File: src/rtl/stcu_consts.svh
// Constants of the sixteen-bit counter unit
`ifndef STCU_CONSTS_SVH
`define STCU_CONSTS_SVH
`define STCU_CNT_W 16
`define STCU_BYTE_W 8
`define STCU_ADDR_W 3
`define STCU_ADDR_CNT_LO 3'h0
`define STCU_ADDR_CNT_HI 3'h1
`define STCU_ADDR_CTRL_A 3'h2
`define STCU_ADDR_CTRL_B 3'h3
`define STCU_ADDR_CMP_LO 3'h4
`define STCU_ADDR_CMP_HI 3'h5
`define STCU_ADDR_FLAGS 3'h6
`define STCU_COUNT_FLOOR_IND 16'h0000
`define STCU_MAX 16'hFFFF
`define STCU_TOP_8 16'h00FF
`define STCU_TOP_9 16'h01FF
`define STCU_TOP_10 16'h03FF
`define STCU_CS_LSB 0
`define STCU_CS_MSB 2
`define STCU_WGM_LO_LSB 0
`define STCU_WGM_LO_MSB 1
`define STCU_WGM_HI_LSB 3
`define STCU_WGM_HI_MSB 4
`define STCU_PRESC_W 10
`define STCU_TAP_8 3
`define STCU_TAP_64 6
`define STCU_TAP_256 8
`endif

File: src/rtl/stcu_pkg.sv
// Types of the sixteen-bit counter unit
`default_nettype none
package stcu_pkg;
	typedef enum logic [1:0] {
		STCU_ACT_HOLD = 2'h0,
		STCU_ACT_UP = 2'h1,
		STCU_ACT_DOWN = 2'h2,
		STCU_ACT_CLEAR = 2'h3
	} stcu_act_type;
	typedef struct packed {
		logic wr;
		logic rd;
		logic [2:0] addr;
		logic [7:0] wdata;
	} stcu_bus_type;
	typedef struct packed {
		logic [2:0] sel;
		logic ext_rise;
	} stcu_tick_in_type;
endpackage
`default_nettype wire

File: src/rtl/stcu_counter.sv
// Sixteen-bit timer counter with byte access through a shared high-byte holding register
//
// Contract
// - Sixteen-bit counter counting up or down
// - Counter seen as high and low bytes
// - High byte access hits holding register
// - Low byte read copies high to holder
// - Low byte write loads high from holder
// - Full value moves in one cycle
// - Each tick clears, increments or decrements
// - Three-bit clock select picks tick source
// - Select zero stops the counter
// - Counter accessible with or without tick
// - Processor write beats clear or count
// - Four-bit mode split across controls A, B
// - Overflow flag set per mode
// - Holding register survives low byte writes
// - Clear forces every counter bit zero
// - Count_floor_ind and top indications generated
// - One holder shared by all wide registers
// - Zero is the count_floor_ind of range
// - Top from fixed value or compare
`timescale 1ns/1ps
`default_nettype none
`include "stcu_consts.svh"
module stcu_counter #(
	parameter int CNT_W = `STCU_CNT_W,
	parameter int PRESC_W = `STCU_PRESC_W
) (
	input wire logic clk,
	input wire logic rst_n,
	input wire stcu_pkg::stcu_bus_type bus,
	input wire logic ext_clk_pin,
	output logic [7:0] rdata,
	output logic counter_overflow_flag,
	output logic overflow_irq,
	output logic count_floor_ind,
	output logic count_top_ind
);
	typedef struct packed {
		logic [CNT_W-1:0] count_value;
		logic [7:0] hold;
		logic [7:0] control_reg_a;
		logic [7:0] control_reg_b;
		logic [CNT_W-1:0] compare_value;
		logic ovf;
		logic ovf_ie;
		logic down;
		logic [7:0] rdata;
	} stcu_state_type;
	stcu_state_type st_reg, st_next;
	logic tick;
	logic [3:0] waveform_gen_mode;
	logic [CNT_W-1:0] top;
	logic at_top, at_count_floor_ind, wr_lo, rd_lo, phase_correct;
	stcu_pkg::stcu_act_type act;

	stcu_tick_gen #(
		.PRESC_W(PRESC_W)
	) u_tick (
		.clk(clk),
		.rst_n(rst_n),
		.sel(st_reg.control_reg_b[`STCU_CS_MSB:`STCU_CS_LSB]),
		.ext_pin(ext_clk_pin),
		.tick(tick)
	);

	// Mode field split: low two bits in control A, high two in control B
	assign waveform_gen_mode = {st_reg.control_reg_b[`STCU_WGM_HI_MSB:`STCU_WGM_HI_LSB],
		st_reg.control_reg_a[`STCU_WGM_LO_MSB:`STCU_WGM_LO_LSB]};

	always_comb begin
		case (waveform_gen_mode)
			4'h1, 4'h5: top = `STCU_TOP_8;
			4'h2, 4'h6: top = `STCU_TOP_9;
			4'h3, 4'h7: top = `STCU_TOP_10;
			4'h4, 4'h9, 4'hB, 4'hF: top = st_reg.compare_value;
			4'h8, 4'hA, 4'hC, 4'hE: top = st_reg.compare_value;
			default: top = `STCU_MAX;
		endcase
	end
	// Modes 1-3, 8-11 run up and down; the rest saw upward
	assign phase_correct = (waveform_gen_mode inside {4'h1, 4'h2, 4'h3, 4'h8, 4'h9, 4'hA, 4'hB});
	assign at_top = (st_reg.count_value == top);
	assign at_count_floor_ind = (st_reg.count_value == `STCU_COUNT_FLOOR_IND);
	assign wr_lo = bus.wr && bus.addr == `STCU_ADDR_CNT_LO;
	assign rd_lo = bus.rd && bus.addr == `STCU_ADDR_CNT_LO;

	always_comb begin
		if (!tick) begin
			act = stcu_pkg::STCU_ACT_HOLD;
		end else if (phase_correct) begin
			act = (st_reg.down || at_top) ? stcu_pkg::STCU_ACT_DOWN : stcu_pkg::STCU_ACT_UP;
			if (st_reg.down && at_count_floor_ind) begin
				act = stcu_pkg::STCU_ACT_UP;
			end
		end else if (at_top && waveform_gen_mode != 4'h0) begin
			act = stcu_pkg::STCU_ACT_CLEAR;
		end else begin
			act = stcu_pkg::STCU_ACT_UP;
		end
	end

	always_comb begin
		st_next = st_reg;
		// Next-state counter action; a processor write below overrides it
		case (act)
			stcu_pkg::STCU_ACT_UP: st_next.count_value = st_reg.count_value + 1'b1;
			stcu_pkg::STCU_ACT_DOWN: st_next.count_value = st_reg.count_value - 1'b1;
			stcu_pkg::STCU_ACT_CLEAR: st_next.count_value = '0;
			default: st_next.count_value = st_reg.count_value;
		endcase
		if (tick && phase_correct) begin
			if (at_top) begin
				st_next.down = 1'b1;
			end else if (at_count_floor_ind) begin
				st_next.down = 1'b0;
			end
		end else if (!phase_correct) begin
			st_next.down = 1'b0;
		end
		// Overflow: at top in normal/fast modes, at count_floor_ind in dual-slope
		if (tick && ((phase_correct && at_count_floor_ind && st_reg.down) ||
			(!phase_correct && at_top))) begin
			st_next.ovf = 1'b1;
		end
		st_next.rdata = st_reg.rdata;
		if (bus.rd) begin
			case (bus.addr)
				`STCU_ADDR_CNT_LO: begin
					st_next.rdata = st_reg.count_value[7:0];
					st_next.hold = st_reg.count_value[15:8];
				end
				`STCU_ADDR_CNT_HI: st_next.rdata = st_reg.hold;
				`STCU_ADDR_CTRL_A: st_next.rdata = st_reg.control_reg_a;
				`STCU_ADDR_CTRL_B: st_next.rdata = st_reg.control_reg_b;
				`STCU_ADDR_CMP_LO: st_next.rdata = st_reg.compare_value[7:0];
				`STCU_ADDR_CMP_HI: st_next.rdata = st_reg.compare_value[15:8];
				`STCU_ADDR_FLAGS: st_next.rdata = {6'h00, st_reg.ovf_ie, st_reg.ovf};
				default: st_next.rdata = 8'h00;
			endcase
		end
		if (bus.wr) begin
			case (bus.addr)
				`STCU_ADDR_CNT_LO: begin
					st_next.count_value = {st_reg.hold, bus.wdata};
					st_next.down = st_reg.down;
				end
				`STCU_ADDR_CNT_HI, `STCU_ADDR_CMP_HI: st_next.hold = bus.wdata;
				`STCU_ADDR_CMP_LO: st_next.compare_value = {st_reg.hold, bus.wdata};
				`STCU_ADDR_CTRL_A: st_next.control_reg_a = bus.wdata;
				`STCU_ADDR_CTRL_B: st_next.control_reg_b = bus.wdata;
				`STCU_ADDR_FLAGS: begin
					st_next.ovf_ie = bus.wdata[1];
					// Write one to clear; a fresh overflow in the same cycle wins only while the flag is still clear
					if (bus.wdata[0] && !(st_next.ovf && !st_reg.ovf)) begin
						st_next.ovf = 1'b0;
					end
				end
				default: st_next.hold = st_reg.hold;
			endcase
		end
	end

	always_ff @(posedge clk or negedge rst_n) begin
		if (!rst_n) begin
			st_reg <= '0;
		end else begin
			st_reg <= st_next;
		end
	end

	assign rdata = st_reg.rdata;
	assign counter_overflow_flag = st_reg.ovf;
	assign overflow_irq = st_reg.ovf && st_reg.ovf_ie;
	assign count_floor_ind = at_count_floor_ind;
	assign count_top_ind = at_top;

	chk_write_wins_count: assert property (@(posedge clk) disable iff (!rst_n)
		wr_lo |=> st_reg.count_value == {$past(st_reg.hold), $past(bus.wdata)})
		else $error("low write did not load full value");
	chk_read_copies_high: assert property (@(posedge clk) disable iff (!rst_n)
		rd_lo && !bus.wr |=> st_reg.hold == $past(st_reg.count_value[15:8]))
		else $error("low read did not latch high byte");
	chk_stop_holds_count: assert property (@(posedge clk) disable iff (!rst_n)
		st_reg.control_reg_b[2:0] == 3'h0 && !bus.wr ##1 st_reg.control_reg_b[2:0] == 3'h0
		|-> $stable(st_reg.count_value))
		else $error("counter moved while stopped");
	chk_tick_moves_count: assert property (@(posedge clk) disable iff (!rst_n)
		tick && !bus.wr && !at_top && !phase_correct |=> st_reg.count_value == $past(st_reg.count_value) + 16'h0001)
		else $error("tick did not increment");
	chk_top_clears: assert property (@(posedge clk) disable iff (!rst_n)
		tick && !bus.wr && at_top && !phase_correct && waveform_gen_mode != 4'h0 |=> st_reg.count_value == 16'h0000)
		else $error("clear at top missing");
	chk_ovf_sets: assert property (@(posedge clk) disable iff (!rst_n)
		tick && at_top && !phase_correct |=> st_reg.ovf)
		else $error("overflow flag not set");
	chk_holder_kept: assert property (@(posedge clk) disable iff (!rst_n)
		wr_lo && !bus.rd |=> $stable(st_reg.hold))
		else $error("holder changed on low write");
	chk_high_read_holder: assert property (@(posedge clk) disable iff (!rst_n)
		bus.rd && bus.addr == 3'h1 |=> rdata == $past(st_reg.hold))
		else $error("high read not from holder");
	chk_floor_ind: assert property (@(posedge clk) disable iff (!rst_n)
		count_floor_ind == (st_reg.count_value == 16'h0000))
		else $error("floor indication wrong");
	// Dual-slope turning points: the direction flag is the only memory of the slope
	chk_floor_turns: assert property (@(posedge clk) disable iff (!rst_n)
		tick && !wr_lo && phase_correct && at_count_floor_ind && st_reg.down |=> st_reg.count_value == 16'h0001 && !st_reg.down)
		else $error("dual-slope count did not turn at count_floor_ind");
	chk_top_turns: assert property (@(posedge clk) disable iff (!rst_n)
		tick && !wr_lo && phase_correct && at_top |=> st_reg.down)
		else $error("dual-slope count did not turn at top");
	chk_dual_ovf: assert property (@(posedge clk) disable iff (!rst_n)
		tick && phase_correct && at_count_floor_ind && st_reg.down |=> st_reg.ovf)
		else $error("overflow flag not set at count_floor_ind");
	chk_ovf_needs_tick: assert property (@(posedge clk) disable iff (!rst_n)
		$rose(st_reg.ovf) |-> $past(tick))
		else $error("overflow flag rose without a tick");
	chk_flag_clears: assert property (@(posedge clk) disable iff (!rst_n)
		bus.wr && bus.addr == `STCU_ADDR_FLAGS && bus.wdata[0] && !tick |=> !st_reg.ovf)
		else $error("overflow flag not cleared");
	chk_saw_no_down: assert property (@(posedge clk) disable iff (!rst_n)
		!phase_correct && !wr_lo |=> !st_reg.down)
		else $error("single-slope mode left counting down");
endmodule
`default_nettype wire

File: src/rtl/stcu_tick_gen.sv
// Timer tick source: prescaler taps and filtered external pin
`timescale 1ns/1ps
`default_nettype none
`include "stcu_consts.svh"
module stcu_tick_gen #(
	parameter int PRESC_W = `STCU_PRESC_W
) (
	input wire logic clk,
	input wire logic rst_n,
	input wire logic [2:0] sel,
	input wire logic ext_pin,
	output logic tick
);
	// Taps shrink with a short prescaler, so small simulation builds still elaborate
	localparam int TAP8 = (`STCU_TAP_8 < PRESC_W) ? `STCU_TAP_8 : PRESC_W;
	localparam int TAP64 = (`STCU_TAP_64 < PRESC_W) ? `STCU_TAP_64 : PRESC_W;
	localparam int TAP256 = (`STCU_TAP_256 < PRESC_W) ? `STCU_TAP_256 : PRESC_W;
	typedef struct packed {
		logic [PRESC_W-1:0] presc;
		logic [2:0] sync;
		logic ext_lvl;
	} stcu_tick_state_type;
	stcu_tick_state_type st_reg, st_next;
	logic rise, fall;
	always_comb begin
		st_next = st_reg;
		st_next.presc = st_reg.presc + 1'b1;
		st_next.sync = {st_reg.sync[1:0], ext_pin};
		rise = 1'b0;
		fall = 1'b0;
		// Level changes only when the second and third stages agree
		if (st_reg.sync[1] == st_reg.sync[2] && st_reg.sync[2] != st_reg.ext_lvl) begin
			st_next.ext_lvl = st_reg.sync[2];
			rise = st_reg.sync[2];
			fall = !st_reg.sync[2];
		end
		case (sel)
			3'h0: tick = 1'b0;
			3'h1: tick = 1'b1;
			3'h2: tick = &st_reg.presc[TAP8-1:0];
			3'h3: tick = &st_reg.presc[TAP64-1:0];
			3'h4: tick = &st_reg.presc[TAP256-1:0];
			3'h5: tick = &st_reg.presc[PRESC_W-1:0];
			3'h6: tick = fall;
			3'h7: tick = rise;
			default: tick = 1'b0;
		endcase
	end
	always_ff @(posedge clk or negedge rst_n) begin
		if (!rst_n) begin
			st_reg <= '0;
		end else begin
			st_reg <= st_next;
		end
	end
	chk_stopped_no_tick: assert property (@(posedge clk) disable iff (!rst_n)
		sel == 3'h0 |-> !tick) else $error("tick while stopped");
endmodule
`default_nettype wire

File: config.mk
export PLATFORM = sky130hd
export DESIGN_NAME = stcu_counter
export DESIGN_NICKNAME = d
export VERILOG_FILES = /design/src/rtl/stcu_pkg.sv /design/src/rtl/stcu_counter.sv /design/src/rtl/stcu_tick_gen.sv
export VERILOG_INCLUDE_DIRS = /design/src /design/src/rtl
export SDC_FILE = /design/constraint.sdc
export NUM_CORES = 1
export LEC_CHECK = 0
export BUFFER_PORTS_ARGS = -buffer_cell sky130_fd_sc_hd__buf_2
export CAP_MARGIN = 20
export CELL_PAD_IN_SITES_DETAIL_PLACEMENT = 0
export CELL_PAD_IN_SITES_GLOBAL_PLACEMENT = 1
export CORE_ASPECT_RATIO = 0.9
export CORE_MARGIN = 2
export CORE_UTILIZATION = 44
export CTS_BUF_LIST = sky130_fd_sc_hd__clkbuf_8 sky130_fd_sc_hd__clkbuf_16
export DETAILED_ROUTE_END_ITERATION = 12
export PLACE_DENSITY = 0.8
export SYNTH_ARGS = -nofsm -noshare
export SYNTH_HDL_FRONTEND = slang
export SYNTH_HIERARCHICAL = 1
export SYNTH_SLANG_ARGS = --single-unit
export TNS_END_PERCENT = 50
File: constraint.sdc
create_clock -name clk -period 3.95 [get_ports clk]
set_clock_uncertainty 0.1 [all_clocks]
set_input_delay 0.1975 -clock clk [delete_from_list [all_inputs] [get_ports clk]]
set_output_delay 0.1975 -clock clk [all_outputs]
set_load 0.02 [all_outputs]
==> results of run 1 <==
-- metal layers --
layer	track usage, %	part of all wire, %	up-vias
met5	0	0	-
met4	10.1	3.3	0
met3	5.85	6.1	45
met2	38.2	47	135
met1	32.4	44	2265
li1	-	-	2092
-- cell usage after synthesis (5+ instances only) --
master	n
sky130_fd_sc_hd__o21a_1	6
sky130_fd_sc_hd__o21bai_1	5
sky130_fd_sc_hd__nand2_1	30
sky130_fd_sc_hd__xnor2_1	17
sky130_fd_sc_hd__clkbuf_1	14
sky130_fd_sc_hd__nor4_1	8
sky130_fd_sc_hd__or3_1	6
sky130_fd_sc_hd__mux2_2	38
sky130_fd_sc_hd__o22ai_1	5
sky130_fd_sc_hd__xor2_1	15
sky130_fd_sc_hd__nand3_1	10
sky130_fd_sc_hd__buf_4	8
sky130_fd_sc_hd__nor3_1	6
sky130_fd_sc_hd__inv_1	14
sky130_fd_sc_hd__nand4_1	7
sky130_fd_sc_hd__nor2_1	35
sky130_fd_sc_hd__mux2i_1	19
sky130_fd_sc_hd__a21o_1	5
sky130_fd_sc_hd__ha_1	18
sky130_fd_sc_hd__a221oi_1	11
sky130_fd_sc_hd__o21ai_0	34
sky130_fd_sc_hd__a22oi_1	14
sky130_fd_sc_hd__a21oi_1	34
sky130_fd_sc_hd__dfrtp_1	81
-- kinds of logic (layout without fill, tap and decap cells) --
kind of cell,Yosys count,after routing
adder cells (fa/ha/maj),20,20
flip-flops,81,81
buffers and inverters,45,133
multiplexers,61,61
XOR/XNOR,32,32
AO/OA/AOI/OAI,145,145
AND/OR/NAND/NOR,131,131
-- critical path, delay by kind of cell (launching register included) --
kind                     cells  cell delay [ns]
XOR/XNOR                     2             0.34
adder cells (fa/ha/maj)      2             0.43
buffers and inverters        3             0.44
AO/OA/AOI/OAI                7             1.44
flip-flops                   1             0.45
AND/OR/NAND/NOR              3             0.68
multiplexers                 1             0.24
-- where the power goes --
part	leakage [nW]	switching, mW	internal (mW)
clock	0.146	0.382	0.444
sequential	1.00	0.270	1.01
combinational	1.77	0.690	0.747
-- timing repair --
item | 4_1_cts | 5_1_grt
hold buffers | 2 | 0
pin swaps | 7 | 41
hold endpoints to repair | 82 | 0
endpoints found under the setup margin | 10 | 13
gates resized for setup | 29 | 51
buffers inserted | 15 | 9
-- worst min-delay path by stage --
stage,startpoint,to,cells after the start
after floorplan,rst_n,counter_overflow_flag,0
after global placement,ext_clk_pin,u_tick/st_next[2],1
after detailed placement,ext_clk_pin,u_tick/st_next[2],1
after CTS,bus[7],st_reg[58],3
after global routing,bus[2],st_reg[29],2
final,bus[7],st_reg[58],3
-- through the flow --
| step | cells | setup slack, ns |
|---|---|---|
| 2_1_floorplan | 515 | -0.0148 |
| 3_3_place_gp | 716 | -0.0725 |
| 3_5_place_dp | 716 | -0.180 |
| 4_1_cts | 749 | -0.104 |
| 5_1_grt | 759 | -0.422 |
| 6_report | 759 | -0.281 |
-- placed cells by master, fill, tap and decap left out, types with 4 or more instances in the layout --
cell type,Yosys,layout
sky130_fd_sc_hd__buf_4,8,68
sky130_fd_sc_hd__mux2i_1,19,18
sky130_fd_sc_hd__xnor2_1,17,17
sky130_fd_sc_hd__nand2_1,30,28
sky130_fd_sc_hd__o22ai_1,5,5
sky130_fd_sc_hd__clkbuf_16,0,9
sky130_fd_sc_hd__a21oi_1,34,27
sky130_fd_sc_hd__a21o_1,5,5
sky130_fd_sc_hd__a22oi_1,14,14
sky130_fd_sc_hd__nor4_1,8,6
sky130_fd_sc_hd__a21oi_2,0,4
sky130_fd_sc_hd__mux4_2,4,4
sky130_fd_sc_hd__nand4_1,7,7
sky130_fd_sc_hd__ha_1,18,8
sky130_fd_sc_hd__inv_1,14,14
sky130_fd_sc_hd__nor3_1,6,5
sky130_fd_sc_hd__o21ai_0,34,26
sky130_fd_sc_hd__or3_1,6,5
sky130_fd_sc_hd__o211ai_1,4,4
sky130_fd_sc_hd__buf_2,4,26
sky130_fd_sc_hd__o21a_1,6,6
sky130_fd_sc_hd__mux2_2,38,37
sky130_fd_sc_hd__dfrtp_1,81,80
sky130_fd_sc_hd__o21ai_1,1,5
sky130_fd_sc_hd__buf_6,2,5
sky130_fd_sc_hd__a221oi_2,0,8
sky130_fd_sc_hd__xor2_1,15,12
sky130_fd_sc_hd__nor2_1,35,31
sky130_fd_sc_hd__nand3_1,10,10
sky130_fd_sc_hd__ha_4,0,9
-- layout make-up --
cell class	count	area, um^2	share of cell area, %
Multi-Input combinational cell	389	3300	49.8
Sequential cell	81	2030	30.6
Timing Repair Buffer	103	759	11.5
Clock buffer	9	225	3.40
Tap cell	156	195	2.94
Clock inverter	7	71.3	1.08
Inverter	14	52.6	0.792
==> impl_results.md, run 1 <==
- Buffer cell driving the clock tree root: sky130_fd_sc_hd__clkbuf_16
- IR Drop Worst-Case VDD: 0.248 mV
- Via/cell ratio: 5.98
- Reg2Reg Depth: 18
- Worst max-slew margin expressed relative to the limit: 49.0%
- Largest fanout on the critical path: 6
- Terminus of the critical flop-to-flop path: st_reg[66]
- Syn Std Cell Area: between 5000 and 6000 um^2
- Number of clock buffers inserted by TritonCTS: 9
- Critical path start-end classification: reg -> reg
- Via count of the first global-routing pass: ~4.6k
- Die boundary height: around 110 um
- Aggregate global-route resource usage: 24.3%
- Slew at the pin closest to its max-slew limit: between 0.7 and 0.8 ns
- Total DRC errors in the routed layout: 0
- Yosys top cell area share: 39.5%
- Synth Net Count: 550
- Delay of the slowest critical-path stage: 0.45 ns
- Die boundary width: 118 um
- Fraction of layout instances using a drive strength above 1: 36.5%
- Detailed-routing iteration count for the pre-antenna-repair pass: 5
- Synthesized area divided by synthesized cell count: 9.97 um^2
- Boundary Pins: 28
- Total congestion overflow after global routing: 0
- Final non-filler cell area: ~6600 um^2
- Number of antenna violations at the first check in global routing: 0
- Flip-flop and latch count after synthesis: 81
- Min-delay worst type: in -> reg
- Core box area: 11,400 um^2
- Number of buffer cells added on primary ports: 27
- Violated checks: negative setup slack
- Count of nets after finishing: 633
- Max FFs per register: 58
- Maximum number of buffers from clock root to sink: 2
- Number of pins with negative max-slew slack in the final report: 0
- Worst path arrival time: 4.35 ns
- Power per cell area: around 530 nW/um^2
- Power, Total: 3.54 mW
- Count of warnings emitted by yosys: 6
- Clock sinks: a little over 80
- Clock latency on the worst-skew pair: about 0.35 ns
- Wire length of the first global-routing pass: 23,700 um
- Number of hold violations in the final report: 0
- Fill cell count: 1,004
- Fin crit period: 4.23 ns
- Slowest stage cell, crit path: sky130_fd_sc_hd__dfrtp_2
- Result of the run: finished with violations
- Launch instance of the worst register-to-register path: st_reg[36]
- Initial core utilization: 45.1%
- Final core utilization: between 50% and 60%
- Vias after detailed routing: 4,537
- Peak clock frequency supported by timing: 0.236 GHz
- TritonCTS clock tree: built
- Pin count of the biggest net entering global routing: slightly above 80
- Number of endpoints failing setup at the final stage: 11
- Ranking of synthesized cells by area: sky130_fd_sc_hd__dfrtp_1, sky130_fd_sc_hd__mux2_2, sky130_fd_sc_hd__ha_1
- Leak Pwr: 2.92 nW
- Number of inserted diodes: 0
- H-Tree Level Count: 3
- Row count: 37
- Termination of the worst setup path: st_reg[66]
- Simple-gate share of the synthesized area: 13.5%
- Detailed-placement wirelength estimate: 10,400 um
- Synth Area in Adders: between 4 and 5%
- Layout overhead on the synthesized area: 29.2%
- Average wire per cell in the routed design: roughly 20 um
- Synthesized instance count: 515
- Number of max-cap violations: 0
- Main synth FF type: sky130_fd_sc_hd__dfrtp_1
- Post-synthesis compound-gate area fraction: 18.5%
- Critical Path End Type: flop
- PnR worst setup slack: -0.281 ns
- Fraction of registers with async set/reset: 100%
- Share of synthesized area occupied by flip-flops and latches: 39.5%
- DIE AREA: 12,500 um^2
- DR iter-0 viols: around 320
- Clock-pin slew on the worst setup and hold paths: 0.07 ns
- Flop-to-flop setup slack: -0.28 ns
- Timing startpoint of the critical path: st_reg[36]
- Post-Place Cell Area: ~5700 um^2
- Largest family of logic cells by synthesized area: compound AO/OA/AOI/OAI gates
- Wire length after detailed routing: 15,100 um
- Post-synthesis mux area share: 13.8%
- Post-route fraction of the period consumed by the critical path: 107%
- Sort of element at the start of the critical path: flop
- Critical Path RT: slightly above 4 ns
- Distinct cell type count of the synthesized netlist: 67
- Library cell occupying the most area in the post-synthesis netlist: sky130_fd_sc_hd__dfrtp_1
- Number of antenna-violating nets in the routed design: 0
- RSZ-0062 raised after global routing: yes
- Critical path cell sequence: buf_4, nor2b_1, a221oi_2, xor2_1, o211ai_2, nor4_4, nand3_2, o32ai_2, ha_4, buf_8, ha_4, a211o_1, buf_4, o32a_1, o21ai_4, mux2i_1, xnor2_1, o22ai_1
- Weighted congestion reported at the end of routability-driven placement: ~0.87
- XOR/XNOR Fraction of Synth Area: 5.46%
- Worst hold slack across all endpoints: 0.0577 ns
- Number of flops mapped to enable cells by yosys: 0
- Setup TNS: -1.76 ns
(Power assumes the default switching activity.)
==> run 2: changes to the inputs <==
--- a/config.mk
+++ b/config.mk
@@ -12,10 +12,10 @@
 export CELL_PAD_IN_SITES_GLOBAL_PLACEMENT = 1
 export CORE_ASPECT_RATIO = 0.9
 export CORE_MARGIN = 2
-export CORE_UTILIZATION = 44
-export CTS_BUF_LIST = sky130_fd_sc_hd__clkbuf_8 sky130_fd_sc_hd__clkbuf_16
+export CORE_UTILIZATION = 45
+export CTS_BUF_LIST = sky130_fd_sc_hd__clkbuf_8
 export DETAILED_ROUTE_END_ITERATION = 12
-export PLACE_DENSITY = 0.8
+export PLACE_DENSITY = 0.81
 export SYNTH_ARGS = -nofsm -noshare
 export SYNTH_HDL_FRONTEND = slang
 export SYNTH_HIERARCHICAL = 1
==> run 2 against run 1 <==
Against the previous run: the run still ends with negative setup slack left; hold slack lost 0.011 ns; maximum frequency grew 3.4%; die area shrank 2.1%; clock-buffer cell count is the same; final area shrank 3.8%; combinational power shrank 14%; sequential share of layout area grew 1.2 points; utilization shrank 0.19 points; sequential power is essentially flat; critical path depth is the same; clock power shrank 14%.
==> impl_results.md, run 2 (same netlist as run 1, synthesis figures left out) <==
- Min-delay worst type: in -> reg (unchanged)
- Slowest stage cell, crit path: sky130_fd_sc_hd__dfrtp_1 (was sky130_fd_sc_hd__dfrtp_2)
- PnR worst setup slack: -0.143 ns (was -0.281 ns)
- Number of max-cap violations: 0 (unchanged)
- Weighted congestion reported at the end of routability-driven placement: 0.862 (was 0.869)
- Launch instance of the worst register-to-register path: st_reg[31] (was st_reg[36])
- Terminus of the critical flop-to-flop path: st_reg[66] (unchanged)
- Area of combinational cells with multiple inputs: 3250 um^2 (was 3300 um^2)
- Worst path arrival time: 4.25 ns (was 4.35 ns)
- Fill cell count: 972 (was 1,004)
- Most common cell after layout, fill and taps aside: sky130_fd_sc_hd__dfrtp_1 (unchanged)
- Core box area: 11,000 um^2 (was 11,400 um^2)
- H-Tree Level Count: 3 (unchanged)
- IR Drop Worst-Case VDD: 0.322 mV (was 0.248 mV)
- Number of clock buffers inserted by TritonCTS: 9 (unchanged)
- Sort of element at the start of the critical path: flop (unchanged)
- Leak Pwr: 2.79 nW (was 2.92 nW)
- Critical path cell sequence: buf_6, o21bai_4, a221oi_2, xor2_1, o211ai_2, nor4_4, nand4_1, o211ai_1, ha_4, buf_6, ha_4, a21oi_2, o21ai_2, or3_4, o21ai_4, mux2i_1, xnor2_1, o22ai_1 (was buf_4, nor2b_1, a221oi_2, xor2_1, o211ai_2, nor4_4, nand3_2, o32ai_2, ha_4, buf_8, ha_4, a211o_1, buf_4, o32a_1, o21ai_4, mux2i_1, xnor2_1, o22ai_1)
- Layout overhead on the synthesized area: 24.3% (was 29.2%)
- Number of antenna violations at the first check in global routing: 0 (unchanged)
- Post-route fraction of the period consumed by the critical path: 104% (was 107%)
- Max FFs per register: 58 (unchanged)
- Critical Path End Type: flop (unchanged)
- Total DRC errors in the routed layout: 0 (unchanged)
- Setup TNS: -0.411 ns (was -1.76 ns)
- Clock sinks: 81 (unchanged)
- Worst hold endpoint: st_reg[56] (was st_reg[58])
- Count of nets after finishing: 616 (was 633)
- Buffer cell driving the clock tree root: sky130_fd_sc_hd__clkbuf_8 (was sky130_fd_sc_hd__clkbuf_16)
- Number of endpoints failing setup at the final stage: 6 (was 11)
- Clock latency on the worst-skew pair: 0.38 ns (was 0.35 ns)
- TritonCTS clock tree: built (unchanged)
- Maximum number of buffers from clock root to sink: 2 (unchanged)
- Clock-pin slew on the worst setup and hold paths: 0.09 ns (was 0.07 ns)
- Row count: 36 (was 37)
- Number of pins with negative max-slew slack in the final report: 0 (unchanged)
- Critical path start-end classification: reg -> reg (unchanged)
- Worst hold stages: 3 (unchanged)
- Fin crit period: 4.09 ns (was 4.23 ns)
- Pin count of the biggest net entering global routing: 82 (unchanged)
- Number of antenna-violating nets in the routed design: 0 (unchanged)
- Wire length of the first global-routing pass: 22,800 um (was 23,700 um)
- Via/cell ratio: 5.87 (was 5.98)
- DIE AREA: 12,300 um^2 (was 12,500 um^2)
- Largest fanout on the critical path: 5 (was 6)
- Reg2Reg Depth: 18 (unchanged)
- Flop-to-flop setup slack: -0.14 ns (was -0.28 ns)
- Slew at the pin closest to its max-slew limit: 0.762 ns (was 0.763 ns)
- Result of the run: finished with violations (unchanged)
- Detailed-placement wirelength estimate: 10,200 um (was 10,400 um)
- Fraction of layout instances using a drive strength above 1: 33.8% (was 36.5%)
- Register Area: 2030 um^2 (about the same)
- Peak clock frequency supported by timing: 0.244 GHz (was 0.236 GHz)
- Vias after detailed routing: 4,330 (was 4,537)
- Number of buffer and inverter stages on the critical path: 2 (was 3)
- Detailed-routing iteration count for the pre-antenna-repair pass: 4 (was 5)
- Total congestion overflow after global routing: 0 (unchanged)
- DR iter-0 viols: 432 (was 324)
- Via count of the first global-routing pass: 4,292 (was 4,606)
- Startpoint of the most critical hold path: bus[5] (was bus[7])
- Average wire per cell in the routed design: 19.3 um (was 19.9 um)
- Cell family with most CP delay: compound AO/OA/AOI/OAI gates (unchanged)
- Violated checks: negative setup slack (unchanged)
- Aggregate global-route resource usage: 24.2% (was 24.3%)
- Worst max-slew margin expressed relative to the limit: 49.0% (about the same)
- Die boundary width: 117 um (was 118 um)
- Worst hold slack across all endpoints: 0.0472 ns (was 0.0577 ns)
- Boundary Pins: 28 (unchanged)
- Most frequent cells in the layout: sky130_fd_sc_hd__dfrtp_1, sky130_fd_sc_hd__buf_4, sky130_fd_sc_hd__mux2_2 (unchanged)
- Number of buffer cells added on primary ports: 27 (unchanged)
- Die boundary height: 105 um (was 106 um)
- Number of hold violations in the final report: 0 (unchanged)
- RSZ-0062 raised after global routing: yes (unchanged)
- Wire length after detailed routing: 14,200 um (was 15,100 um)
- Power per cell area: 506 nW/um^2 (was 534 nW/um^2)
- Number of inserted diodes: 0 (unchanged)
- Delay of the slowest critical-path stage: 0.43 ns (was 0.45 ns)
- Initial core utilization: 46.7% (was 45.1%)
- Critical Path RT: 4.11 ns (was 4.07 ns)
-- run 2: metrics by stage --
step	util (%)	setup slack, ns	instance area (um^2)	power, mW	cells
after floorplan	-	-0.0148	5150	1.93	515
after global placement	51.8	-0.0770	5700	2.34	713
after detailed placement	51.8	-0.224	5700	2.37	713
after CTS	54.8	-0.0907	6020	3.12	732
after global routing	58.0	-0.331	6380	3.42	738
final	58.0	-0.143	6380	3.23	738
-- run 2: worst min-delay path, cell delays in order --
cell	delay (ns)
sky130_fd_sc_hd__buf_2	0.13
sky130_fd_sc_hd__nor2_1	0.10
sky130_fd_sc_hd__nor2_1	0.05
-- run 2: layout make-up --
type                       instances  area share [%]
clock buffer                       9            1.94
clock inverter                     7            1.71
sequential                        81            31.8
multi-input combinational        389            50.9
tap                              152            2.98
inverter                          14           0.824
timing repair buffer              86            9.79
-- run 2: how the worst max path moves through the flow --
stage	startpoint	end	slack, ns	depth (start not counted)
2_1_floorplan	st_reg[36]	st_reg[66]	-0.01	17
3_3_place_gp	st_reg[31]	st_reg[63]	-0.08	19
3_5_place_dp	st_reg[31]	st_reg[63]	-0.22	19
4_1_cts	st_reg[31]	st_reg[66]	-0.09	19
5_1_grt	st_reg[36]	st_reg[66]	-0.33	18
6_report	st_reg[31]	st_reg[66]	-0.14	18
-- run 2: timing repair --
action                                  4_1_cts  5_1_grt
buffers inserted                              1        6
endpoints found under the setup margin       10       11
hold endpoints to repair                     82        0
hold buffers                                  2        0
resized for setup                            14       55
gates cloned                                  0        0
pin swaps                                     1       32
-- run 2: routing by layer --
| metal | track usage (%) | up-vias | part of all wire [%] |
|---|---|---|---|
| met2 | 36.5 | 106 | 46 |
| li1 | - | 2049 | - |
| met1 | 34.8 | 2151 | 46 |
| met5 | 0 | - | 0 |
| met4 | 6.39 | 0 | 1.8 |
| met3 | 5.75 | 24 | 5.9 |
-- run 2: where the power goes --
| group | internal [mW] | leakage, nW | switching, mW |
|---|---|---|---|
| Sequential | 1.00 | 1.00 | 0.270 |
| Combinational | 0.624 | 1.66 | 0.613 |
| Clock | 0.370 | 0.118 | 0.345 |
